`src/hw/port_override_map.svh`:
```
`ifndef PORT_OVERRIDE_MAP_SVH
`define PORT_OVERRIDE_MAP_SVH

// ----------------------------------------
// Register offsets
// ----------------------------------------
`define OVR_CTRL_ADDR 4'h0
`define OVR_STAT_F_ADDR 4'h1
`define OVR_STAT_G_ADDR 4'h2
`define OVR_STAT_H_ADDR 4'h3

// ----------------------------------------
// Control field positions
// ----------------------------------------
`define OVR_CTRL_TEST_BIT 0
`define OVR_CTRL_LCD_BIT 1
`define OVR_CTRL_MASK_BIT 2

// ----------------------------------------
// Reset values
// ----------------------------------------
`define OVR_CTRL_RESET 3'h0
`define OVR_BYTE_RESET 8'h00
`define OVR_UNMAPPED_READ 8'h00

// ----------------------------------------
// Pin positions
// ----------------------------------------
`define OVR_F_TDI 7
`define OVR_F_TDO 6
`define OVR_F_TMS 5
`define OVR_F_TCK 4
`define OVR_G_RESET 5
`define OVR_G_CNT0 4
`define OVR_G_CNT1 3
`define OVR_G_SEG_FULL 2
`define OVR_F_JTAG_MASK 8'hF0
`define OVR_F_ADC_LOW 8'h0F
`define OVR_G_PINS 8'h3F
`define OVR_G_SEG_PINS 8'h1F

`endif

```
`src/hw/port_override_pkg.sv`:
```
package port_override_pkg;

    typedef struct packed {
        logic [7:0] pull;
        logic [7:0] dir;
        logic [7:0] out;
    } gpio_t;

    typedef struct packed {
        logic [7:0] pull_en;
        logic [7:0] oe;
        logic [7:0] out;
        logic [7:0] in_dis;
    } pad_t;

    typedef struct packed {
        logic [7:0] pu_oe;
        logic [7:0] pu_ov;
        logic [7:0] dd_oe;
        logic [7:0] dd_ov;
        logic [7:0] pv_oe;
        logic [7:0] pv_ov;
        logic [7:0] di_oe;
        logic [7:0] di_ov;
    } override_t;

    typedef struct packed {
        logic segment_port_mask;
        logic display_driver_enable;
        logic test_port_enable;
    } ctrl_t;

    typedef struct packed {
        logic tck;
        logic tms;
        logic tdi;
    } tap_pins_t;

    typedef struct packed {
        logic [7:0] f_meta;
        logic [7:0] f_sync;
        logic [7:0] g_meta;
        logic [7:0] g_sync;
        logic [7:0] h_meta;
        logic [7:0] h_sync;
        ctrl_t ctrl;
        logic [7:0] rdata;
    } state_t;

endpackage

```
`src/hw/port_f_g_h_alternate_override.sv`:
```
// Behaviour
// RQ1 - Test port enable forces upper Port F pull-ups, direction and input disable.
// RQ2 - Test logic runs from the tester-supplied clock on Port F bit 4.
// RQ3 - Test port on: F7/F5/F4 inputs, F6 output; off: converter and I/O.
// RQ4 - Test data out pin driven only in shift states, else pulled high.
// RQ5 - Port F bits 3 to 0 have no digital override, converter only.
// RQ6 - Port G bit 5 is input only with pull-up always on.
// RQ7 - Port G bit 5 is reset input unless the disable fuse is zero.
// RQ8 - Port G bit 4 feeds counter 0 source or drives a segment line.
// RQ9 - Port G bit 3 feeds counter 1 source or drives a segment line.
// RQ10 - Port G bits 2 to 0 drive segment lines.
// RQ11 - G4 under display: pull-up off, output, input off with mask.
// RQ12 - G3..G0 under display: pull-up off, input; input off with mask, G2 unqualified.
// RQ13 - Port H pins are pin-change sources 23 to 16 or segment lines.
// RQ14 - Port H logic exists only on the larger pinout.
// RQ15 - Overrides act combinationally and win over the port register value.
`include "port_override_map.svh"
`timescale 1ns/10ps
`default_nettype none

module port_f_g_h_alternate_override
    import port_override_pkg::*;
(
    // Clock and reset
    input wire logic clk,
    input wire logic nrst,
    // Register port
    input wire logic [3:0] addr,
    input wire logic [7:0] wdata,
    input wire logic write_strobe,
    input wire logic read_strobe,
    output logic [7:0] rdata,
    // Static configuration
    input wire logic large_pinout,
    input wire logic reset_pin_disable_fuse,
    // General-purpose port requests
    input wire gpio_t gpio_f,
    input wire gpio_t gpio_g,
    input wire gpio_t gpio_h,
    // Test controller side
    input wire logic tap_shift_ir,
    input wire logic tap_shift_dr,
    input wire logic tap_data_out,
    output var tap_pins_t tap_pins,
    // Pad levels seen at the pins
    input wire logic [7:0] pad_in_f,
    input wire logic [7:0] pad_in_g,
    input wire logic [7:0] pad_in_h,
    // Pad control
    output var pad_t pad_f,
    output var pad_t pad_g,
    output var pad_t pad_h,
    // Analog connections
    output logic [7:0] adc_channel_connect,
    output logic [7:0] segment_drive_g,
    output logic [7:0] segment_drive_h,
    // Peripheral inputs
    output logic counter0_external_source,
    output logic counter1_external_source,
    output logic external_reset_request,
    output logic [7:0] pin_change_source_h,
    output logic [7:0] port_in_f,
    output logic [7:0] port_in_g,
    output logic [7:0] port_in_h
);

    // ----------------------------------------
    // State
    // ----------------------------------------
    state_t state_reg;
    state_t state_next;
    override_t ovr_f;
    override_t ovr_g;
    override_t ovr_h;
    logic test_on;
    logic lcd_on;
    logic lcd_masked;
    logic tap_shifting;

    assign test_on = state_reg.ctrl.test_port_enable;
    assign lcd_on = state_reg.ctrl.display_driver_enable;
    assign lcd_masked = lcd_on & state_reg.ctrl.segment_port_mask;
    assign tap_shifting = tap_shift_ir | tap_shift_dr;

    // ----------------------------------------
    // Override merge
    // ----------------------------------------
    function automatic logic [7:0] pick(
        input logic [7:0] en,
        input logic [7:0] val,
        input logic [7:0] dflt
    );
        pick = (en & val) | (~en & dflt);
    endfunction

    function automatic pad_t merge(
        input override_t o,
        input gpio_t g
    );
        pad_t p;
        p.pull_en = pick(o.pu_oe, o.pu_ov, g.pull & ~g.dir);
        p.oe = pick(o.dd_oe, o.dd_ov, g.dir);
        p.out = pick(o.pv_oe, o.pv_ov, g.out);
        p.in_dis = pick(o.di_oe, o.di_ov, `OVR_BYTE_RESET);
        merge = p;
    endfunction

    // ----------------------------------------
    // Port F overrides
    // ----------------------------------------
    always_comb
    begin
        ovr_f = '0;
        // Lower nibble never gets an override term
        if (test_on) // RQ5
        begin
            ovr_f.pu_oe = `OVR_F_JTAG_MASK; // RQ1
            // Pull-up keeps an idle data-out pin high
            ovr_f.pu_ov = `OVR_F_JTAG_MASK; // RQ1
            ovr_f.dd_oe = `OVR_F_JTAG_MASK; // RQ1
            ovr_f.di_oe = `OVR_F_JTAG_MASK; // RQ1
            ovr_f.di_ov = `OVR_F_JTAG_MASK; // RQ1
            ovr_f.dd_ov[`OVR_F_TDO] = tap_shifting; // RQ4
            ovr_f.pv_oe[`OVR_F_TDO] = 1'b1; // RQ3
            ovr_f.pv_ov[`OVR_F_TDO] = tap_data_out; // RQ3
        end
    end

    // ----------------------------------------
    // Port G overrides
    // ----------------------------------------
    always_comb
    begin
        ovr_g = '0;
        // Reset pin: input only, pull-up held on in every case
        ovr_g.pu_oe[`OVR_G_RESET] = 1'b1; // RQ6
        ovr_g.pu_ov[`OVR_G_RESET] = 1'b1; // RQ6
        ovr_g.dd_oe[`OVR_G_RESET] = 1'b1; // RQ6
        ovr_g.pv_oe[`OVR_G_RESET] = 1'b1; // RQ6
        if (lcd_on)
        begin
            ovr_g.pu_oe = ovr_g.pu_oe | `OVR_G_SEG_PINS; // RQ11 RQ12
            ovr_g.dd_oe = ovr_g.dd_oe | `OVR_G_SEG_PINS; // RQ11 RQ12
            ovr_g.dd_ov[`OVR_G_CNT0] = 1'b1; // RQ11
            if (lcd_masked) // RQ11 RQ12
            begin
                ovr_g.di_oe = ovr_g.di_oe | `OVR_G_SEG_PINS;
            end
            // Bit 2 ignores the mask
            ovr_g.di_oe[`OVR_G_SEG_FULL] = 1'b1; // RQ12
            // Value one cuts the digital input path
            ovr_g.di_ov = ovr_g.di_oe; // RQ11 RQ12
        end
    end

    // ----------------------------------------
    // Port H overrides
    // ----------------------------------------
    always_comb
    begin
        ovr_h = '0;
        if (lcd_on)
        begin
            ovr_h.pu_oe = 8'hFF; // RQ13
            ovr_h.dd_oe = 8'hFF; // RQ13
            // Pin-change enable term left out; mask alone gates the input
            if (lcd_masked) // RQ13
            begin
                ovr_h.di_oe = 8'hFF;
            end
            ovr_h.di_ov = ovr_h.di_oe; // RQ13
        end
    end

    // ----------------------------------------
    // Pad control
    // ----------------------------------------
    always_comb
    begin
        pad_f = merge(ovr_f, gpio_f); // RQ15
        pad_g = merge(ovr_g, gpio_g); // RQ15
        pad_h = merge(ovr_h, gpio_h); // RQ15
        // Unbonded upper Port G bits stay quiet
        pad_g.pull_en = pad_g.pull_en & `OVR_G_PINS;
        pad_g.oe = pad_g.oe & `OVR_G_PINS;
        pad_g.out = pad_g.out & `OVR_G_PINS;
        pad_g.in_dis = pad_g.in_dis & `OVR_G_PINS;
        // Small part has no Port H pads
        if (!large_pinout) // RQ14
        begin
            pad_h = '0;
        end
    end

    // ----------------------------------------
    // Analog connections
    // ----------------------------------------
    always_comb
    begin
        adc_channel_connect = `OVR_F_ADC_LOW; // RQ5
        if (!test_on) // RQ3
        begin
            adc_channel_connect = 8'hFF;
        end
        // Front plane number per pin depends on pinout, wired in the pad ring
        segment_drive_g = lcd_on ? `OVR_G_SEG_PINS : 8'h00; // RQ8 RQ9 RQ10
        segment_drive_h = (lcd_on && large_pinout) ? 8'hFF : 8'h00; // RQ13 RQ14
    end

    // ----------------------------------------
    // Peripheral inputs
    // ----------------------------------------
    always_comb
    begin
        // Synchronised copy; the tester must keep its clock well below clk
        tap_pins.tck = test_on & state_reg.f_sync[`OVR_F_TCK]; // RQ2
        tap_pins.tms = test_on & state_reg.f_sync[`OVR_F_TMS]; // RQ3
        tap_pins.tdi = test_on & state_reg.f_sync[`OVR_F_TDI]; // RQ3
        counter0_external_source = state_reg.g_sync[`OVR_G_CNT0]; // RQ8
        counter1_external_source = state_reg.g_sync[`OVR_G_CNT1]; // RQ9
        // Fuse at one keeps the pin as reset; zero frees it as plain input
        external_reset_request = reset_pin_disable_fuse & ~state_reg.g_sync[`OVR_G_RESET]; // RQ7
        pin_change_source_h = large_pinout ? state_reg.h_sync : 8'h00; // RQ13 RQ14
        // Cut input paths read as zero
        port_in_f = state_reg.f_sync & ~pad_f.in_dis;
        port_in_g = state_reg.g_sync & ~pad_g.in_dis & `OVR_G_PINS;
        port_in_h = large_pinout ? (state_reg.h_sync & ~pad_h.in_dis) : 8'h00; // RQ14
    end

    // ----------------------------------------
    // Next state
    // ----------------------------------------
    always_comb
    begin
        state_next = state_reg;
        state_next.f_meta = pad_in_f;
        state_next.f_sync = state_reg.f_meta;
        state_next.g_meta = pad_in_g;
        state_next.g_sync = state_reg.g_meta;
        state_next.h_meta = pad_in_h;
        state_next.h_sync = state_reg.h_meta;
        if (write_strobe && addr == `OVR_CTRL_ADDR)
        begin
            state_next.ctrl.test_port_enable = wdata[`OVR_CTRL_TEST_BIT];
            state_next.ctrl.display_driver_enable = wdata[`OVR_CTRL_LCD_BIT];
            state_next.ctrl.segment_port_mask = wdata[`OVR_CTRL_MASK_BIT];
        end
        // Read data stands for one cycle only
        state_next.rdata = `OVR_BYTE_RESET;
        if (read_strobe)
        begin
            case (addr)
                `OVR_CTRL_ADDR:
                begin
                    state_next.rdata = {5'h0, state_reg.ctrl};
                end
                `OVR_STAT_F_ADDR:
                begin
                    state_next.rdata = state_reg.f_sync;
                end
                `OVR_STAT_G_ADDR:
                begin
                    state_next.rdata = state_reg.g_sync & `OVR_G_PINS;
                end
                `OVR_STAT_H_ADDR:
                begin
                    state_next.rdata = large_pinout ? state_reg.h_sync : 8'h00;
                end
                default:
                begin
                    state_next.rdata = `OVR_UNMAPPED_READ;
                end
            endcase
        end
    end

    // ----------------------------------------
    // Registers
    // ----------------------------------------
    always_ff @(posedge clk or negedge nrst)
    begin
        if (!nrst)
        begin
            state_reg.f_meta <= `OVR_BYTE_RESET;
            state_reg.f_sync <= `OVR_BYTE_RESET;
            state_reg.g_meta <= `OVR_BYTE_RESET;
            state_reg.g_sync <= `OVR_BYTE_RESET;
            state_reg.h_meta <= `OVR_BYTE_RESET;
            state_reg.h_sync <= `OVR_BYTE_RESET;
            state_reg.ctrl <= ctrl_t'(`OVR_CTRL_RESET);
            state_reg.rdata <= `OVR_BYTE_RESET;
        end
        else
        begin
            state_reg <= state_next;
        end
    end

    assign rdata = state_reg.rdata;

endmodule

`default_nettype wire

```
`config.mk`:
```
export PLATFORM = sky130hd
export DESIGN_NAME = port_f_g_h_alternate_override
export DESIGN_NICKNAME = d
export VERILOG_FILES = /design/src/hw/port_override_pkg.sv /design/src/hw/port_f_g_h_alternate_override.sv
export VERILOG_INCLUDE_DIRS = /design/src /design/src/hw
export SDC_FILE = /design/constraint.sdc
export NUM_CORES = 1
export LEC_CHECK = 0
export ABC_AREA = 1
export ABC_CLOCK_PERIOD_IN_PS = 1800
export BUFFER_PORTS_ARGS = -buffer_cell sky130_fd_sc_hd__buf_4
export CORE_AREA = 4 4 109 111
export DETAILED_ROUTE_END_ITERATION = 10
export DIE_AREA = 0 0 113 115
export GPL_TIMING_DRIVEN = 0
export HOLD_SLACK_MARGIN = 0.1
export PLACE_DENSITY = 0.64
export SYNTH_ARGS = -nofsm -noshare
export SYNTH_HDL_FRONTEND = slang
export SYNTH_SLANG_ARGS = --single-unit
```
`constraint.sdc`:
```
create_clock -name clk -period 1.8 [get_ports clk]
set_input_delay 0.45 -clock clk [delete_from_list [all_inputs] [get_ports clk]]
set_output_delay 0.45 -clock clk [all_outputs]
set_load 0.005 [all_outputs]
```
======== Word-level counts from Yosys, hierarchy flattened ========
Index checks and enable logic that the tools add are counted.
Widths: inputs -> output; s select.
operators by class
  multiplexer cells ....................... 20
  equal/unequal tests ..................... 3
  bitwise logic cells ..................... 43
  reductions and logical operators ........ 3
operator list
  kind                count
  $and 8x8->8         12
  $mux 8              7
  $not 8->8           7
  $mux 16             2
  $mux 32             1
  $pmux 8 s4          1
  $and 6x6->6         5
  $mux 24             1
  $not 6->6           3
  $or 8x8->8          2
  $mux 5              3
  $mux 13             1
  $and 8x7->8         1
  $eq 4x2->1 const B  2
  $not 7->8           1
  $or 7x8->8          1
  $and 7x7->7         1
  $and 6x5->6         1
  $or 6x6->6          1
  $or 6x6->6 const A  1
  $and 1x1->1         5
  $eq 4x1->1 const B  1
  $logic_not 4->1     1
  $mux 1              4
  other kinds (3)     4
storage, ports and cells
  flip-flop bits (word level) ............. 55
  input bits .............................. 117
  word-level logic and storage cells ...... 79

======== Depth between registers and ports, before layout ========
  word-level depth ........................ 8
  depth in mapped cells ................... 7
  gate-level depth less buffers ........... 6

======== Worst setup path before layout ========
Ideal clock, no wire load.
  path type ............................... input port to output port
  start ................................... input large_pinout
  end ..................................... output pad_h[1] in the netlist's numbering
  arrival ................................. 1.263 ns
  path slack .............................. 0.087 ns
  path buffers ............................ 3
  stages .................................. 5
  cells stage by stage .................... buf_4 -> buf_6 -> nand2_1 -> nor2_1 -> buf_4
RTL lines
  element             RTL line                             source
  start: declaration  port_f_g_h_alternate_override.sv:34  input wire logic large_pinout,
  end: declaration    port_f_g_h_alternate_override.sv:52  output var pad_t pad_h,

==> qor.txt <==
================================================================================
Run status                                                          finished, violations left
Violations in the final reports                                     negative setup slack
Wirelength, routed                                                       11.1 mm
Actual transition at the worst max-transition pin                       0.677 ns
Maximum ir drop on the vdd rail                                           583 uV
Capture point of the worst path                                         pad_g[1]
NumNets Final                                                                753
Number of buffers and inverters on the critical path                           5
Clock buffers created by TritonCTS                                             5
Die footprint                                                         0.0130 mm2
Cell leakage power                                                       3.20 nW
Crit share post-route                                                       1.04
Levels on crit path                                                            6
Via count                                                                   3099
Arrival @ worst endpoint                                                 1.41 ns
Clk Latency, worst-skew pair                                             0.31 ns
Area share of the largest cell type after synthesis                        0.465
Max Root-Sink Buffers                                                          2
I/O pin cnt                                                                  283
Capture instance of the worst register-to-register path                  test_on
Beginning of the critical path                                            lcd_on
Cell Chain, Critical Path                                           buf_12 > nand2_4 > inv_6 > buf_12 > buf_6 > buf_6
Stage delay of the slowest cell on the critical path                     0.47 ns
Fin. Hold Viols                                                                0
Final-report setup violation count                                            33
Number of DRC violations after detailed-routing iteration 0                   92
Top post-synthesis cells by count                                   87 x sky130_fd_sc_hd__buf_4, 58 x sky130_fd_sc_hd__inv_1, 58 x sky130_fd_sc_hd__nand2_1, 57 x sky130_fd_sc_hd__nor2_1, 55 x sky130_fd_sc_hd__dfrtp_1
Flop-to-flop setup slack                                                 0.72 ns
Buffers on Ports                                                             228
Initial antenna violation count                                                0
Average routed wire per standard cell                                    14.3 um
Routed via count divided by cell count                                      3.99
Clock tree root driver cell                                         sky130_fd_sc_hd__clkbuf_8
Count of antenna diodes in the layout                                          0
Largest register FFs                                                          22
Cell type of the slowest stage on the worst timing path             sky130_fd_sc_hd__dfrtp_2
Category of the most critical setup path                                 reg2out
Post-layout min period                                                   1.86 ns
Most frequent cell after synthesis                                  sky130_fd_sc_hd__buf_4
Register Area                                                        0.00138 mm2
Synthesized area divided by synthesized cell count                      8.07 um2
Path category of the worst min-delay check                              in2async
Final clock skew                                                      0.00616 ns
Headroom to the max-slew limit                                             0.549
Setup repair after global routing missed its margin                          yes
Die extent in y                                                           115 um
Global route overflow                                                          0
Cell type contributing the most total cell area after synthesis     sky130_fd_sc_hd__dfrtp_1
Number of max-slew violations in the final report                              0
Crit-path max FO                                                               7
Final hold slack                                                        0.167 ns
Starting utilization of the core area                                      0.274
Clock slew at reported path FFs                                          0.10 ns
Core Box Area                                                         0.0108 mm2
Filler Cell Count                                                           1046
Dpl ws                                                                 -0.540 ns
Power density of the placed cells                                     691 mW/mm2
CTS sink count                                                                55
Maximum number of pins on one net before global-route repair                  56
Capturing element type of the critical path                         primary output
Share of async-settable or async-resettable flops after synthesis           1.00
Top cells by area in the synthesized netlist                        sky130_fd_sc_hd__dfrtp_1 46%, sky130_fd_sc_hd__buf_4 22%, sky130_fd_sc_hd__inv_1 7.4%
Max-capacitance violation count                                                0
Max Fclk                                                                 537 MHz
Category of the worst setup path launch point                               flop
Die span in x                                                             113 um
Register area share after synthesis                                        0.465
Number of global-route vias before repair                                   3151
Quantity of hold-fixing buffers added after cts                                0
Largest delay share family, worst path                              buffers and inverters
Number of instances in the synthesized netlist                               367
Drt first pass iters                                                           4
FF-to-FF path depth                                                            3
Endpoint required time on the critical path                              1.35 ns
First-pass GRT wire length                                               16.4 mm
Post-route DRC                                                                 0
Gpl congestion                                                             0.819
Area growth from synthesis to layout                                       88.5%
# H-tree levels                                                                2
FP Rows                                                                       38
Final WS setup                                                        -0.0635 ns
All-Layer GR Usage                                                         0.158
Most used flip-flop cell after synthesis                            sky130_fd_sc_hd__dfrtp_1
Cell variety after synth                                                      17
Area used by multi-input combinational logic                             977 um2
Synth warnings                                                                 0
Post-synthesis instance area                                         0.00296 mm2
FF-to-FF Start                                                           test_on
Proportion of layout cells with a drive suffix above 1                     0.614
Number of enable flip-flop cells after synthesis                               0
Residual antenna-violating net count after detailed routing                    0
Detailed-placement wirelength estimate                                   9.04 mm
Yosys reg bits                                                                55
TritonCTS clock tree                                                        done
================================================================================
==> through the flow <==
step           TNS, ns  instances  instance area [um2]   util  total power [mW]
2_1_floorplan        0        390                 3050      -              1.95
3_3_place_gp     -5.62        758                 4930  0.457              2.75
3_5_place_dp     -6.64        758                 4930  0.457              2.77
4_1_cts          -1.39        775                 5350  0.496              3.73
5_1_grt          -2.84        777                 5580  0.517              4.08
6_report         -1.24        777                 5580  0.517              3.86
==> cell families after synthesis <==
logic type,synth area share
DFF,0.465
AOI/OAI and AO/OA,0.0118
buffers and inverters,0.310
other,0.00254
and+or+nand+nor,0.211
==> routing by layer <==
layer  vias up  GRT usage  wire, um
met5         -          0         0
met4         0     0.0473       236
met3        16     0.0563      1310
met2       173      0.291      5720
met1      1402      0.172      3890
li1       1508          -         -
==> timing repair <==
action,4_1_cts,5_1_grt
pin swaps,4,3
gates resized for setup,75,58
setup endpoints to repair,67,61
setup buffers,7,2
cloned,2,1
==> cell usage in the layout, fill, tap and decap left out, types with 3 or more instances in the layout <==
cell type	synthesis	final
sky130_fd_sc_hd__buf_4	87	285
sky130_fd_sc_hd__nand2_1	58	55
sky130_fd_sc_hd__inv_1	58	54
sky130_fd_sc_hd__dfrtp_1	55	53
sky130_fd_sc_hd__buf_6	1	38
sky130_fd_sc_hd__nand3_1	28	28
sky130_fd_sc_hd__conb_1	2	25
sky130_fd_sc_hd__nor2_1	57	23
sky130_fd_sc_hd__nor2_4	3	22
sky130_fd_sc_hd__nor2_2	1	16
sky130_fd_sc_hd__buf_12	0	5
sky130_fd_sc_hd__clkbuf_8	0	5
sky130_fd_sc_hd__inv_2	4	4
sky130_fd_sc_hd__clkinvlp_4	0	3
sky130_fd_sc_hd__o21ai_1	3	3
==> cell type report <==
cell class | instances | area share
buffer | 92 | 0.136
clock buffer | 6 | 0.0130
clock inverter | 2 | 0.00291
inverter | 62 | 0.0460
multi-input combinational | 181 | 0.175
sequential | 55 | 0.247
tap | 140 | 0.0314
timing repair buffer | 238 | 0.347
timing repair inverter | 1 | 0.00134
==> report_power, final <==
part	switching (mW)	leakage [nW]	internal (mW)
combinational	0.720	2.51	1.07
clock	0.409	0.0418	0.280
sequential	0.0667	0.657	1.31
total	1.20	3.20	2.66
==> worst min path at each step <==
stage | startpoint | end | slack (ns)
after detailed placement | state_next[32] | state_reg[32] | 0.33
after CTS | nrst | state_next[46] | 0.19
after global placement | state_next[18] | state_reg[18] | 0.33
final | nrst | state_next[32] | 0.17
after floorplan | nrst | counter0_external_source | 0.15
after global routing | nrst | state_next[32] | 0.22
Power figures use the tool's default switching activity.
